## src/rtl/mafp_regs.svh

```systemverilog
// register map, field positions and timing counts of the pause/filter block
//
// Function
// - The pause time count field always reads the live pause countdown.
// - A nonzero countdown drops by one every 512 bit times of the link.
// - The low hash word holds filter bits 31:0 and reads back as written.
// - The high hash word holds filter bits 63:32 and reads back as written.
// - Each slot keeps address bits 31:0 low and bits 47:32 in top 15:0.
// - Bit zero of a stored address marks multicast versus unicast.
// - Stored bit zero maps to the lsb of the first received address byte.
// - Countdown reaching zero sets a flag that a status read clears.
// - The count field sits in bits 15:0 with bits 31:16 reading zero.
`ifndef MAFP_REGS_SVH
`define MAFP_REGS_SVH

// ***************************************************************
// register offsets
// ***************************************************************
`define MAFP_STATUS_OFS 8'h00
`define MAFP_CTRL_OFS   8'h04
`define MAFP_PAUSE_OFS  8'h38
`define MAFP_HASHLO_OFS 8'h40
`define MAFP_HASHHI_OFS 8'h44
`define MAFP_SA_BASE    8'h48
`define MAFP_SA_STEP    8'h08
`define MAFP_SA_HI_OFS  8'h04

// ***************************************************************
// fields and reset values
// ***************************************************************
`define MAFP_PZF_BIT    0
`define MAFP_SPEED_BIT  0
`define MAFP_PAUSE_W    16
`define MAFP_SA_HI_W    16
`define MAFP_SLOTS      4
`define MAFP_DA_BYTES   6
`define MAFP_RST_WORD   32'h0000_0000

// ***************************************************************
// timing: one pause quantum is 512 bit times
// ***************************************************************
`define MAFP_CLK_MHZ    125
`define MAFP_QUANT_BITS 512
`define MAFP_Q100_NS    (`MAFP_QUANT_BITS * 10)
`define MAFP_Q10_NS     (`MAFP_QUANT_BITS * 100)
`define MAFP_Q100_CYC   ((`MAFP_Q100_NS * `MAFP_CLK_MHZ) / 1000)
`define MAFP_Q10_CYC    ((`MAFP_Q10_NS * `MAFP_CLK_MHZ) / 1000)

`endif

```

## src/rtl/mafp_pkg.sv

```systemverilog
// types shared by the pause/filter block
package mafp_pkg;

	// one received byte from the mac receive path
	typedef struct packed {
		logic       valid; // byte present this cycle
		logic       first; // first byte of a frame
		logic [7:0] data;  // byte value, lsb first on the wire
	} mafp_rxbyte_t;

	// result of a destination address check
	typedef struct packed {
		logic       checked; // one-cycle pulse: result valid
		logic       hit;     // destination equals a slot
		logic [1:0] slot;    // lowest matching slot
		logic       mcast;   // destination multicast bit
	} mafp_match_t;

endpackage : mafp_pkg

```

## src/rtl/mafp_pause_timer.sv

```systemverilog
// pause countdown with 512-bit-time quantum divider
`timescale 1ns/1ps
`include "mafp_regs.svh"
module mafp_pause_timer #(
	parameter int unsigned PW   = `MAFP_PAUSE_W,
	parameter int unsigned Q100 = `MAFP_Q100_CYC,
	parameter int unsigned Q10  = `MAFP_Q10_CYC
) (
	input  wire logic          clk_sys,   // system clock
	input  wire logic          reset_n,   // async reset, low
	input  wire logic          load,      // software write pulse
	input  wire logic [PW-1:0] loadValue, // value written
	input  wire logic          speed100,  // 1: 100 Mb/s link
	output logic      [PW-1:0] count,     // live countdown
	output logic               zeroEvent  // pulse on reaching zero
);
	import mafp_pkg::*;
	// divider must hold the longer of the two quanta, else one is cut short
	localparam int unsigned QMAX = (Q10 > Q100) ? Q10 : Q100;
	localparam int unsigned DW   = $clog2(QMAX + 1);

	logic [DW-1:0] div_reg;
	logic [DW-1:0] limit;
	logic          tick;

	// quantum length follows link speed
	assign limit = speed100 ? DW'(Q100 - 1) : DW'(Q10 - 1);
	assign tick  = (count != '0) && (div_reg == limit) && !load;

	// divider restarts on load so a fresh value gets a full quantum
	always_ff @(posedge clk_sys or negedge reset_n)
		if (!reset_n)
			div_reg <= '0;
		else if (load || count == '0 || div_reg >= limit)
			div_reg <= '0;
		else
			div_reg <= div_reg + 1'b1;

	// countdown; a write wins over a decrement
	always_ff @(posedge clk_sys or negedge reset_n)
		if (!reset_n)
			count <= '0;
		else if (load)
			count <= loadValue;
		else if (tick)
			count <= count - 1'b1;

	// zero reached by counting, not by a write of zero
	always_ff @(posedge clk_sys or negedge reset_n)
		if (!reset_n)
			zeroEvent <= 1'b0;
		else
			zeroEvent <= tick && (count == PW'(1));

	a_tick_decrement: assert property (
		@(posedge clk_sys) disable iff (!reset_n)
		tick |=> count == $past(count) - 1'b1)
		else $error("pause count missed a decrement");
	a_quantum_hold: assert property (
		@(posedge clk_sys) disable iff (!reset_n)
		(count != '0 && div_reg == '0 && !load && speed100) ##1 !load [*8]
		|-> $stable(count))
		else $error("pause count moved inside a quantum");
	a_zero_event: assert property (
		@(posedge clk_sys) disable iff (!reset_n)
		zeroEvent |-> count == '0 && $past(count) == PW'(1))
		else $error("zero event without reaching zero");
	c_zero_reached: cover property (@(posedge clk_sys) disable iff (!reset_n)
		zeroEvent);

endmodule : mafp_pause_timer

```

## src/rtl/mafp_addr_match.sv

```systemverilog
// collects the destination address and compares it with four slots
`timescale 1ns/1ps
`include "mafp_regs.svh"
module mafp_addr_match (
	input  wire logic                  clk_sys,  // system clock
	input  wire logic                  reset_n,  // async reset, low
	input  wire mafp_pkg::mafp_rxbyte_t rxIn,    // received bytes
	input  wire logic [3:0][47:0]      slotAddr, // stored addresses
	output mafp_pkg::mafp_match_t      result    // check result
);
	import mafp_pkg::*;

	logic [47:0] da_reg;
	logic [2:0]  idx_reg;
	logic        pend_reg;
	logic [3:0]  hits;

	// per-slot full 48-bit equality
	function automatic logic [3:0] slotHits(input logic [47:0] da,
		input logic [3:0][47:0] sa);
		logic [3:0] h;
		h = '0;
		for (int i = 0; i < `MAFP_SLOTS; i++)
			h[i] = (da == sa[i]);
		return h;
	endfunction : slotHits

	assign hits = slotHits(da_reg, slotAddr);

	// first byte lands in bits 7:0, so its lsb is address bit zero
	always_ff @(posedge clk_sys or negedge reset_n)
		if (!reset_n)
		begin
			da_reg  <= '0;
			idx_reg <= '0;
		end
		else if (rxIn.valid && rxIn.first)
		begin
			da_reg[7:0] <= rxIn.data;
			idx_reg     <= 3'h1;
		end
		else if (rxIn.valid && idx_reg != 3'h0 &&
			idx_reg < 3'(`MAFP_DA_BYTES))
		begin
			da_reg[8*idx_reg +: 8] <= rxIn.data;
			idx_reg                <= idx_reg + 3'h1;
		end

	// compare one cycle after the sixth byte is stored
	always_ff @(posedge clk_sys or negedge reset_n)
		if (!reset_n)
			pend_reg <= 1'b0;
		else
			pend_reg <= rxIn.valid && !rxIn.first &&
				idx_reg == 3'(`MAFP_DA_BYTES - 1);

	// lowest slot wins when several hold the same address
	always_ff @(posedge clk_sys or negedge reset_n)
		if (!reset_n)
			result <= '0;
		else
		begin
			result.checked <= pend_reg;
			result.hit     <= pend_reg && (hits != 4'h0);
			result.slot    <= hits[0] ? 2'd0 : hits[1] ? 2'd1 :
				hits[2] ? 2'd2 : 2'd3;
			result.mcast   <= da_reg[0];
		end

	a_first_lsb: assert property (
		@(posedge clk_sys) disable iff (!reset_n)
		rxIn.valid && rxIn.first |=> da_reg[0] == $past(rxIn.data[0]))
		else $error("first byte lsb not at address bit zero");
	a_hit_equal: assert property (
		@(posedge clk_sys) disable iff (!reset_n)
		result.checked && result.hit |->
		(result.slot != 2'h0 || $past(slotAddr[0] == da_reg)) &&
		(result.slot != 2'h1 || $past(slotAddr[1] == da_reg)) &&
		(result.slot != 2'h2 || $past(slotAddr[2] == da_reg)) &&
		(result.slot != 2'h3 || $past(slotAddr[3] == da_reg)))
		else $error("hit reported on unequal slot");
	a_miss_none: assert property (
		@(posedge clk_sys) disable iff (!reset_n)
		result.checked && !result.hit |->
		$past(da_reg != slotAddr[0] && da_reg != slotAddr[1] &&
		da_reg != slotAddr[2] && da_reg != slotAddr[3]))
		else $error("equal slot not reported");
	a_mcast_bit: assert property (
		@(posedge clk_sys) disable iff (!reset_n)
		result.checked |-> result.mcast == $past(da_reg[0]))
		else $error("multicast flag not from bit zero");
	c_addr_hit: cover property (@(posedge clk_sys) disable iff (!reset_n)
		result.checked && result.hit);
	c_addr_miss: cover property (@(posedge clk_sys) disable iff (!reset_n)
		result.checked && !result.hit);

endmodule : mafp_addr_match

```

## src/rtl/mafp_top.sv

```systemverilog
// pause timer and destination filter registers of the mac
`timescale 1ns/1ps
`include "mafp_regs.svh"
module mafp_top #(
	parameter int unsigned Q10_CYC = `MAFP_Q10_CYC
) (
	input  wire logic                  clk_sys,    // system clock
	input  wire logic                  reset_n,    // async reset, low
	input  wire logic [7:0]            regAddr,    // byte address
	input  wire logic [31:0]           regWdata,   // write data
	input  wire logic                  regWrite,   // write strobe
	input  wire logic                  regRead,    // read strobe
	output logic      [31:0]           regRdata,   // read data, +1 cycle
	input  wire mafp_pkg::mafp_rxbyte_t rxIn,      // received bytes
	output mafp_pkg::mafp_match_t      matchOut,   // address result
	output logic      [63:0]           hashFilter, // hash filter bits
	output logic                       pauseActive // countdown nonzero
);
	import mafp_pkg::*;

	// ***************************************************************
	// storage
	// ***************************************************************
	logic [31:0]      hashLo_reg;
	logic [31:0]      hashHi_reg;
	logic [3:0][31:0] slotLo_reg;
	logic [3:0][15:0] slotHi_reg;
	logic [3:0][47:0] slotAddr;
	logic             speed_reg;
	logic             pauseZeroFlag_reg;
	logic [31:0]      rdNext;
	logic [15:0]      pauseCount;
	logic             pauseZeroEvt;
	logic             pauseLoad;
	logic             statusRead;

	// full address decode for strobes
	function automatic logic hitOfs(input logic [7:0] a,
		input logic [7:0] ofs);
		return a == ofs;
	endfunction : hitOfs

	function automatic logic [7:0] slotOfs(input int i, input logic hi);
		return 8'(`MAFP_SA_BASE + `MAFP_SA_STEP * i) |
			(hi ? `MAFP_SA_HI_OFS : 8'h00);
	endfunction : slotOfs

	// strobes of the two registers whose access has side effects
	assign pauseLoad  = regWrite && hitOfs(regAddr, `MAFP_PAUSE_OFS);
	assign statusRead = regRead && hitOfs(regAddr, `MAFP_STATUS_OFS);

	// ***************************************************************
	// pause countdown
	// ***************************************************************
	// countdown and its quantum divider live in their own module
	mafp_pause_timer #(
		.PW   (`MAFP_PAUSE_W),
		.Q100 (`MAFP_Q100_CYC),
		.Q10  (Q10_CYC)
	) u_pause (
		.clk_sys   (clk_sys),
		.reset_n   (reset_n),
		.load      (pauseLoad),
		.loadValue (regWdata[15:0]),
		.speed100  (speed_reg),
		.count     (pauseCount),
		.zeroEvent (pauseZeroEvt)
	);

	// ***************************************************************
	// software writes
	// ***************************************************************
	// link speed picks the quantum length
	always_ff @(posedge clk_sys or negedge reset_n)
		if (!reset_n)
			speed_reg <= 1'b0;
		else if (regWrite && hitOfs(regAddr, `MAFP_CTRL_OFS))
			speed_reg <= regWdata[`MAFP_SPEED_BIT];

	// hash filter words
	always_ff @(posedge clk_sys or negedge reset_n)
		if (!reset_n)
		begin
			hashLo_reg <= `MAFP_RST_WORD;
			hashHi_reg <= `MAFP_RST_WORD;
		end
		else if (regWrite)
		begin
			if (hitOfs(regAddr, `MAFP_HASHLO_OFS))
				hashLo_reg <= regWdata;
			if (hitOfs(regAddr, `MAFP_HASHHI_OFS))
				hashHi_reg <= regWdata;
		end

	// specific address slots; top word keeps only 16 bits
	always_ff @(posedge clk_sys or negedge reset_n)
		if (!reset_n)
		begin
			slotLo_reg <= '0;
			slotHi_reg <= '0;
		end
		else if (regWrite)
		begin
			for (int i = 0; i < `MAFP_SLOTS; i++)
			begin
				if (hitOfs(regAddr, slotOfs(i, 1'b0)))
					slotLo_reg[i] <= regWdata;
				if (hitOfs(regAddr, slotOfs(i, 1'b1)))
					slotHi_reg[i] <= regWdata[15:0];
			end
		end

	// bit 0 of the bottom word is the group bit of the address
	always_comb
	begin
		for (int i = 0; i < `MAFP_SLOTS; i++)
			slotAddr[i] = {slotHi_reg[i], slotLo_reg[i]};
	end

	// ***************************************************************
	// status flag
	// ***************************************************************
	// a zero event in the reading cycle survives the clear
	always_ff @(posedge clk_sys or negedge reset_n)
		if (!reset_n)
			pauseZeroFlag_reg <= 1'b0;
		else if (pauseZeroEvt)
			pauseZeroFlag_reg <= 1'b1;
		else if (statusRead)
			pauseZeroFlag_reg <= 1'b0;

	// ***************************************************************
	// read path
	// ***************************************************************
	// unmapped offsets read zero, reserved bits read zero
	always_comb
	begin
		rdNext = `MAFP_RST_WORD;
		case (regAddr)
			`MAFP_STATUS_OFS:
				rdNext[`MAFP_PZF_BIT] = pauseZeroFlag_reg;
			`MAFP_CTRL_OFS:
				rdNext[`MAFP_SPEED_BIT] = speed_reg;
			`MAFP_PAUSE_OFS:
				rdNext[15:0] = pauseCount;
			`MAFP_HASHLO_OFS:
				rdNext = hashLo_reg;
			`MAFP_HASHHI_OFS:
				rdNext = hashHi_reg;
			default:
			begin
				for (int i = 0; i < `MAFP_SLOTS; i++)
				begin
					if (regAddr == slotOfs(i, 1'b0))
						rdNext = slotLo_reg[i];
					if (regAddr == slotOfs(i, 1'b1))
						rdNext[15:0] = slotHi_reg[i];
				end
			end
		endcase
	end

	// data stand one cycle only, zero otherwise
	always_ff @(posedge clk_sys or negedge reset_n)
		if (!reset_n)
			regRdata <= `MAFP_RST_WORD;
		else
			regRdata <= regRead ? rdNext : `MAFP_RST_WORD;

	// ***************************************************************
	// outputs toward the receive filter
	// ***************************************************************
	// registered copies, so every output leaves a flip-flop
	always_ff @(posedge clk_sys or negedge reset_n)
		if (!reset_n)
		begin
			hashFilter  <= '0;
			pauseActive <= 1'b0;
		end
		else
		begin
			hashFilter  <= {hashHi_reg, hashLo_reg};
			pauseActive <= pauseCount != '0;
		end

	// address compare runs on the live slot contents
	mafp_addr_match u_match (
		.clk_sys  (clk_sys),
		.reset_n  (reset_n),
		.rxIn     (rxIn),
		.slotAddr (slotAddr),
		.result   (matchOut)
	);

	// ***************************************************************
	// checks: countdown
	// ***************************************************************
	a_pause_readback: assert property (
		@(posedge clk_sys) disable iff (!reset_n)
		regRead && hitOfs(regAddr, `MAFP_PAUSE_OFS)
		|=> regRdata == {16'h0000, $past(pauseCount)})
		else $error("pause read differs from live count");
	a_pause_upper: assert property (
		@(posedge clk_sys) disable iff (!reset_n)
		$past(regRead && hitOfs(regAddr, `MAFP_PAUSE_OFS))
		|-> regRdata[31:16] == 16'h0000)
		else $error("pause upper bits not zero");
	a_pause_load: assert property (
		@(posedge clk_sys) disable iff (!reset_n)
		pauseLoad
		|=> pauseCount == $past(regWdata[15:0]))
		else $error("pause write not loaded");
	a_active_track: assert property (
		@(posedge clk_sys) disable iff (!reset_n)
		pauseActive == ($past(pauseCount) != 16'h0000))
		else $error("pause active out of step with count");

	// ***************************************************************
	// checks: zero flag
	// ***************************************************************
	a_flag_set: assert property (
		@(posedge clk_sys) disable iff (!reset_n)
		pauseZeroEvt |=> pauseZeroFlag_reg)
		else $error("zero flag not set");
	a_read_clears: assert property (
		@(posedge clk_sys) disable iff (!reset_n)
		statusRead && !pauseZeroEvt |=> !pauseZeroFlag_reg
		##1 !$past(pauseZeroEvt) || pauseZeroFlag_reg)
		else $error("status read left zero flag set");
	a_flag_holds: assert property (
		@(posedge clk_sys) disable iff (!reset_n)
		pauseZeroFlag_reg && !statusRead |=> pauseZeroFlag_reg)
		else $error("zero flag dropped without a read");
	a_flag_quiet: assert property (
		@(posedge clk_sys) disable iff (!reset_n)
		!pauseZeroFlag_reg && !pauseZeroEvt |=> !pauseZeroFlag_reg)
		else $error("zero flag rose without an event");
	a_status_read: assert property (
		@(posedge clk_sys) disable iff (!reset_n)
		statusRead
		|=> regRdata == {31'h0, $past(pauseZeroFlag_reg)})
		else $error("status read lost the zero flag");
	a_zero_no_load: assert property (
		@(posedge clk_sys) disable iff (!reset_n)
		pauseLoad |=> !pauseZeroEvt)
		else $error("zero event raised by a write");
	c_flag_read: cover property (@(posedge clk_sys)
		disable iff (!reset_n)
		statusRead && pauseZeroFlag_reg);
	c_set_clear: cover property (@(posedge clk_sys)
		disable iff (!reset_n)
		statusRead && pauseZeroEvt);

	// ***************************************************************
	// checks: filter words
	// ***************************************************************
	a_hash_lo_rw: assert property (
		@(posedge clk_sys) disable iff (!reset_n)
		regWrite && hitOfs(regAddr, `MAFP_HASHLO_OFS) ##1
		regRead && hitOfs(regAddr, `MAFP_HASHLO_OFS)
		|=> regRdata == $past(regWdata, 2))
		else $error("low hash word readback wrong");
	a_hash_lo_out: assert property (
		@(posedge clk_sys) disable iff (!reset_n)
		regWrite && hitOfs(regAddr, `MAFP_HASHLO_OFS)
		|=> ##1 hashFilter[31:0] == $past(regWdata, 2))
		else $error("low hash word not in filter bits");
	a_hash_hi_out: assert property (
		@(posedge clk_sys) disable iff (!reset_n)
		regWrite && hitOfs(regAddr, `MAFP_HASHHI_OFS)
		|=> ##1 hashFilter[63:32] == $past(regWdata, 2))
		else $error("high hash word not in filter bits");
	a_slot_low_first: assert property (
		@(posedge clk_sys) disable iff (!reset_n)
		regWrite && hitOfs(regAddr, slotOfs(0, 1'b0))
		|=> slotAddr[0][31:0] == $past(regWdata))
		else $error("slot bottom word misplaced");
	a_slot_low_last: assert property (
		@(posedge clk_sys) disable iff (!reset_n)
		regWrite && hitOfs(regAddr, slotOfs(3, 1'b0))
		|=> slotAddr[3][31:0] == $past(regWdata))
		else $error("last slot bottom word misplaced");
	a_slot_top: assert property (
		@(posedge clk_sys) disable iff (!reset_n)
		regWrite && hitOfs(regAddr, slotOfs(0, 1'b1))
		|=> slotAddr[0][47:32] == $past(regWdata[15:0]))
		else $error("slot top word misplaced");
	a_slot_top_last: assert property (
		@(posedge clk_sys) disable iff (!reset_n)
		regWrite && hitOfs(regAddr, slotOfs(3, 1'b1))
		|=> slotAddr[3][47:32] == $past(regWdata[15:0]))
		else $error("last slot top word misplaced");
	a_slot_lo_read: assert property (
		@(posedge clk_sys) disable iff (!reset_n)
		regRead && hitOfs(regAddr, slotOfs(2, 1'b0))
		|=> regRdata == $past(slotAddr[2][31:0]))
		else $error("slot bottom word readback wrong");
	a_slot_hi_read: assert property (
		@(posedge clk_sys) disable iff (!reset_n)
		regRead && hitOfs(regAddr, slotOfs(1, 1'b1))
		|=> regRdata == {16'h0000, $past(slotAddr[1][47:32])})
		else $error("slot top word readback wrong");

endmodule : mafp_top

```

## config.mk

```make
export PLATFORM = sky130hd
export DESIGN_NAME = mafp_top
export DESIGN_NICKNAME = d
export VERILOG_FILES = /design/src/rtl/mafp_pkg.sv /design/src/rtl/mafp_pause_timer.sv /design/src/rtl/mafp_addr_match.sv /design/src/rtl/mafp_top.sv
export VERILOG_INCLUDE_DIRS = /design/src /design/src/rtl
export SDC_FILE = /design/constraint.sdc
export NUM_CORES = 1
export LEC_CHECK = 0
export BUFFER_PORTS_ARGS = -buffer_cell sky130_fd_sc_hd__buf_2
export CORE_ASPECT_RATIO = 1.25
export CORE_MARGIN = 10
export CORE_UTILIZATION = 40
export DETAILED_ROUTE_END_ITERATION = 8
export PLACE_DENSITY_LB_ADDON = 0.3
export SYNTH_ARGS = -nofsm -noshare
export SYNTH_HDL_FRONTEND = slang
export SYNTH_HIERARCHICAL = 1
export SYNTH_SLANG_ARGS = --single-unit
```

## constraint.sdc

```tcl
create_clock -name clk_sys -period 3.4 [get_ports clk_sys]
set_input_delay 0.17 -clock clk_sys [delete_from_list [all_inputs] [get_ports clk_sys]]
set_output_delay 0.17 -clock clk_sys [all_outputs]
set_load 0.02 [all_outputs]
```

==> impl_metrics.ini <==
[global_route]
first_global_vias = 15700
grt_pass1_wl_um = 106000
grt_max_degree = 144
overflow = 0
antenna_found_initial = 0
track_usage_pct = 22.7

[timing]
whs_ps = 60.3
finalHoldViolCount = 0
min_period_over_period_pct = 78.3
finalSetupTns_ps = 0
layout_setup_ws_ps = 736
max-slew-margin-rel_pct = 42.9
rsz0062_at_grt = no
slew_viol_final = 0
worst_pin_slew_ps = 849
setup_violations = 0
fin_crit_ps = 2660
fmax_mhz = 375
clock_skew_ps = 16.3

[layout]
drive_above_1_share_pct = 29.7
fin_nets = 1963
n_antenna_cell = 0
syn_to_final_growth_pct = 15.3
nFillCells = 4840
final_area_um2 = 24500
largest_reg_flops = 192

[floorplan]
rows = 94
io_pins = 156
fp.dieW_um = 226
core_area_um2 = 52700
dieArea_um2 = 62900
initial_utilization_pct = 40.4
dieHeight_um = 278

[logic_synthesis]
synthAdderAreaFrac_pct = 0.706
synth-seq-cells = 442
synth_top_area_share_pct = 52.0
synth_cell_types = 89
ys_warn_count = 6
synthTopCellsByArea = dfrtp_1 (52%), mux2_2 (13%), xor2_1 (6.5%), a22oi_1 (2.3%), xnor2_1 (2.3%)
netlist.top_cell.by_area = dfrtp_1
synthMuxAreaShare_pct = 14.9
syn_area_um2 = 21300
synthSimpleGateAreaFrac_pct = 10.4
synth.most_common_cell = dfrtp_1
synth_top_family_by_area = multiplexers
synth_xor_area_share_pct = 8.85
synthTopCellsByCount = dfrtp_1 (442), mux2_2 (253), xor2_1 (158)
synth_cells = 1761
synth_top_flop_cell = dfrtp_1
synth_edf_count = 0
synth.net_count = 1827
seq_area_frac_synth_pct = 52.0
synth_compound_area_share_pct = 9.11
ys_async_sr_fraction_pct = 100
syn_area_per_cell_um2 = 12.1

[run]
maxCapViolCount = 0

[critical_path]
critical_path.max_fanout = 10
crit_arrival_ps = 3180
worstReg2RegEnd = u_pause/count[9]$_DFFE_PN0P_
r2r-start = speed_reg$_DFFE_PN0P_
start_kind = flop
startpoint = speed_reg$_DFFE_PN0P_
worst_r2r_path_depth = 7
worstSetupPathType = flop to flop
endpoint_kind = flop
crit_path_end = u_pause/count[9]$_DFFE_PN0P_
r2r_slack_ps = 740
cp.required_ps = 3910

[pwr]
ir_drop_v = 0.000362
leakage_nw = 12.0
powerDensity_nw_per_um2 = 583
power_mw = 14.3

[clock_network]
tritoncts = done
cts_made_buffers = 46
path_clk_slew_ps = 60
clkLatencyLatePin_ps = 590
clock-sinks = 442
clockBufferDepth = 3
cts_root_buffer = clkbuf_16
htree_levels = 2
ctsResizeCount = 0

[place]
dp_hpwl_um = 54500
post-place-ws_ps = 754
portBuffers = 155
place_area_um2 = 22500
globalplace.congestion = 0.992

[drt]
drt-total-wl_um = 71800
drtIter0Drc = 1402
drc = 0
via_per_inst = 5.79
ant_nets = 0
wl_per_cell_um = 27.6
firstDrtPassIters = 8
vias = 15100

[worst_hold_path]
hold_class = primary input to flop

[status]
status = complete, no violations
## critical path, cell delays in order (launching register included)
cell      delay, ps
dfrtp_1         430
inv_1            70
ha_1            280
nand4b_1        200
nor4_4          730
o211ai_4        170
or4_1           540
a31oi_1         180
## kinds of logic (layout without fill, tap and decap cells)
family | after synthesis | in the layout
flip-flops | 442 | 442
AND/OR/NAND/NOR | 384 | 384
multiplexers | 279 | 279
AO/OA/AOI/OAI | 265 | 265
XOR/XNOR | 214 | 214
buffers and inverters | 165 | 335
adder cells (fa/ha/maj) | 12 | 12
## final cells by class
| class | count | area (um2) | area share, % |
|---|---|---|---|
| flip-flops and latches | 442 | 11100 | 45.1 |
| multi-input cells | 1154 | 9390 | 38.3 |
| inverters | 14 | 52.6 | 0.214 |
| well taps | 672 | 841 | 3.43 |
| clock buffers | 60 | 1310 | 5.32 |
| clock inverters | 22 | 288 | 1.17 |
| repair buffers | 239 | 1580 | 6.43 |
## metrics by stage
| step | instances | util [%] |
|---|---|---|
| after global placement | 2477 | 42.7 |
| after detailed placement | 2477 | 42.7 |
| final | 2603 | 46.5 |
| after global routing | 2603 | 46.5 |
| after floorplan | 1761 | - |
| after CTS | 2603 | 46.5 |
## how the worst min path moves through the flow
stage | start | end | slack, ps | cells past startpoint
floorplan | reset_n | hashFilter[0]$_DFF_PN0_ | -130 | 0
global placement | reset_n | hashFilter[10]$_DFF_PN0_ | 10 | 1
detailed placement | reset_n | hashFilter[10]$_DFF_PN0_ | 10 | 1
CTS | regWdata[12] | u_pause/count[12]$_DFFE_PN0P_ | 40 | 3
global route | regWdata[12] | u_pause/count[12]$_DFFE_PN0P_ | 70 | 3
finish | regWdata[12] | u_pause/count[12]$_DFFE_PN0P_ | 60 | 3
## power by group
group | internal, mW | switching, mW | total [mW] | leakage, nW
clock network | 3.17 | 2.17 | 5.34 | 0.773
registers | 5.66 | 0.808 | 6.47 | 5.98
logic | 1.02 | 1.48 | 2.49 | 5.22
## cells in the final DEF (no fill, tap or decap), types with 16 or more instances in the layout
master	instances
xnor2_1	55
nand3_1	23
a22oi_1	65
mux2_2	253
nand4_1	28
dfrtp_1	442
clkbuf_16	47
nor2_1	44
nand2b_1	16
a22o_1	27
o22ai_1	22
nor3_1	22
xor2_1	158
a31oi_1	17
a21oi_1	17
dlygate4sd3_1	44
nand2_1	118
o21ai_1	30
buf_4	36
nor4_1	53
buf_2	154
## metal layers
metal  track usage [%]  up-vias  routed length [um]
li1                  -     6604                   -
met1              26.8     7771               28100
met2              38.6      535               35900
met3              4.23      153                3920
met4              11.4        0                3860
met5                 0        -                   0
## timing repair
item	4_1_cts	5_1_grt
setup buffers	0	0
endpoints found under the hold margin	607	0
hold buffers	44	0
(Power assumes the default switching activity.)
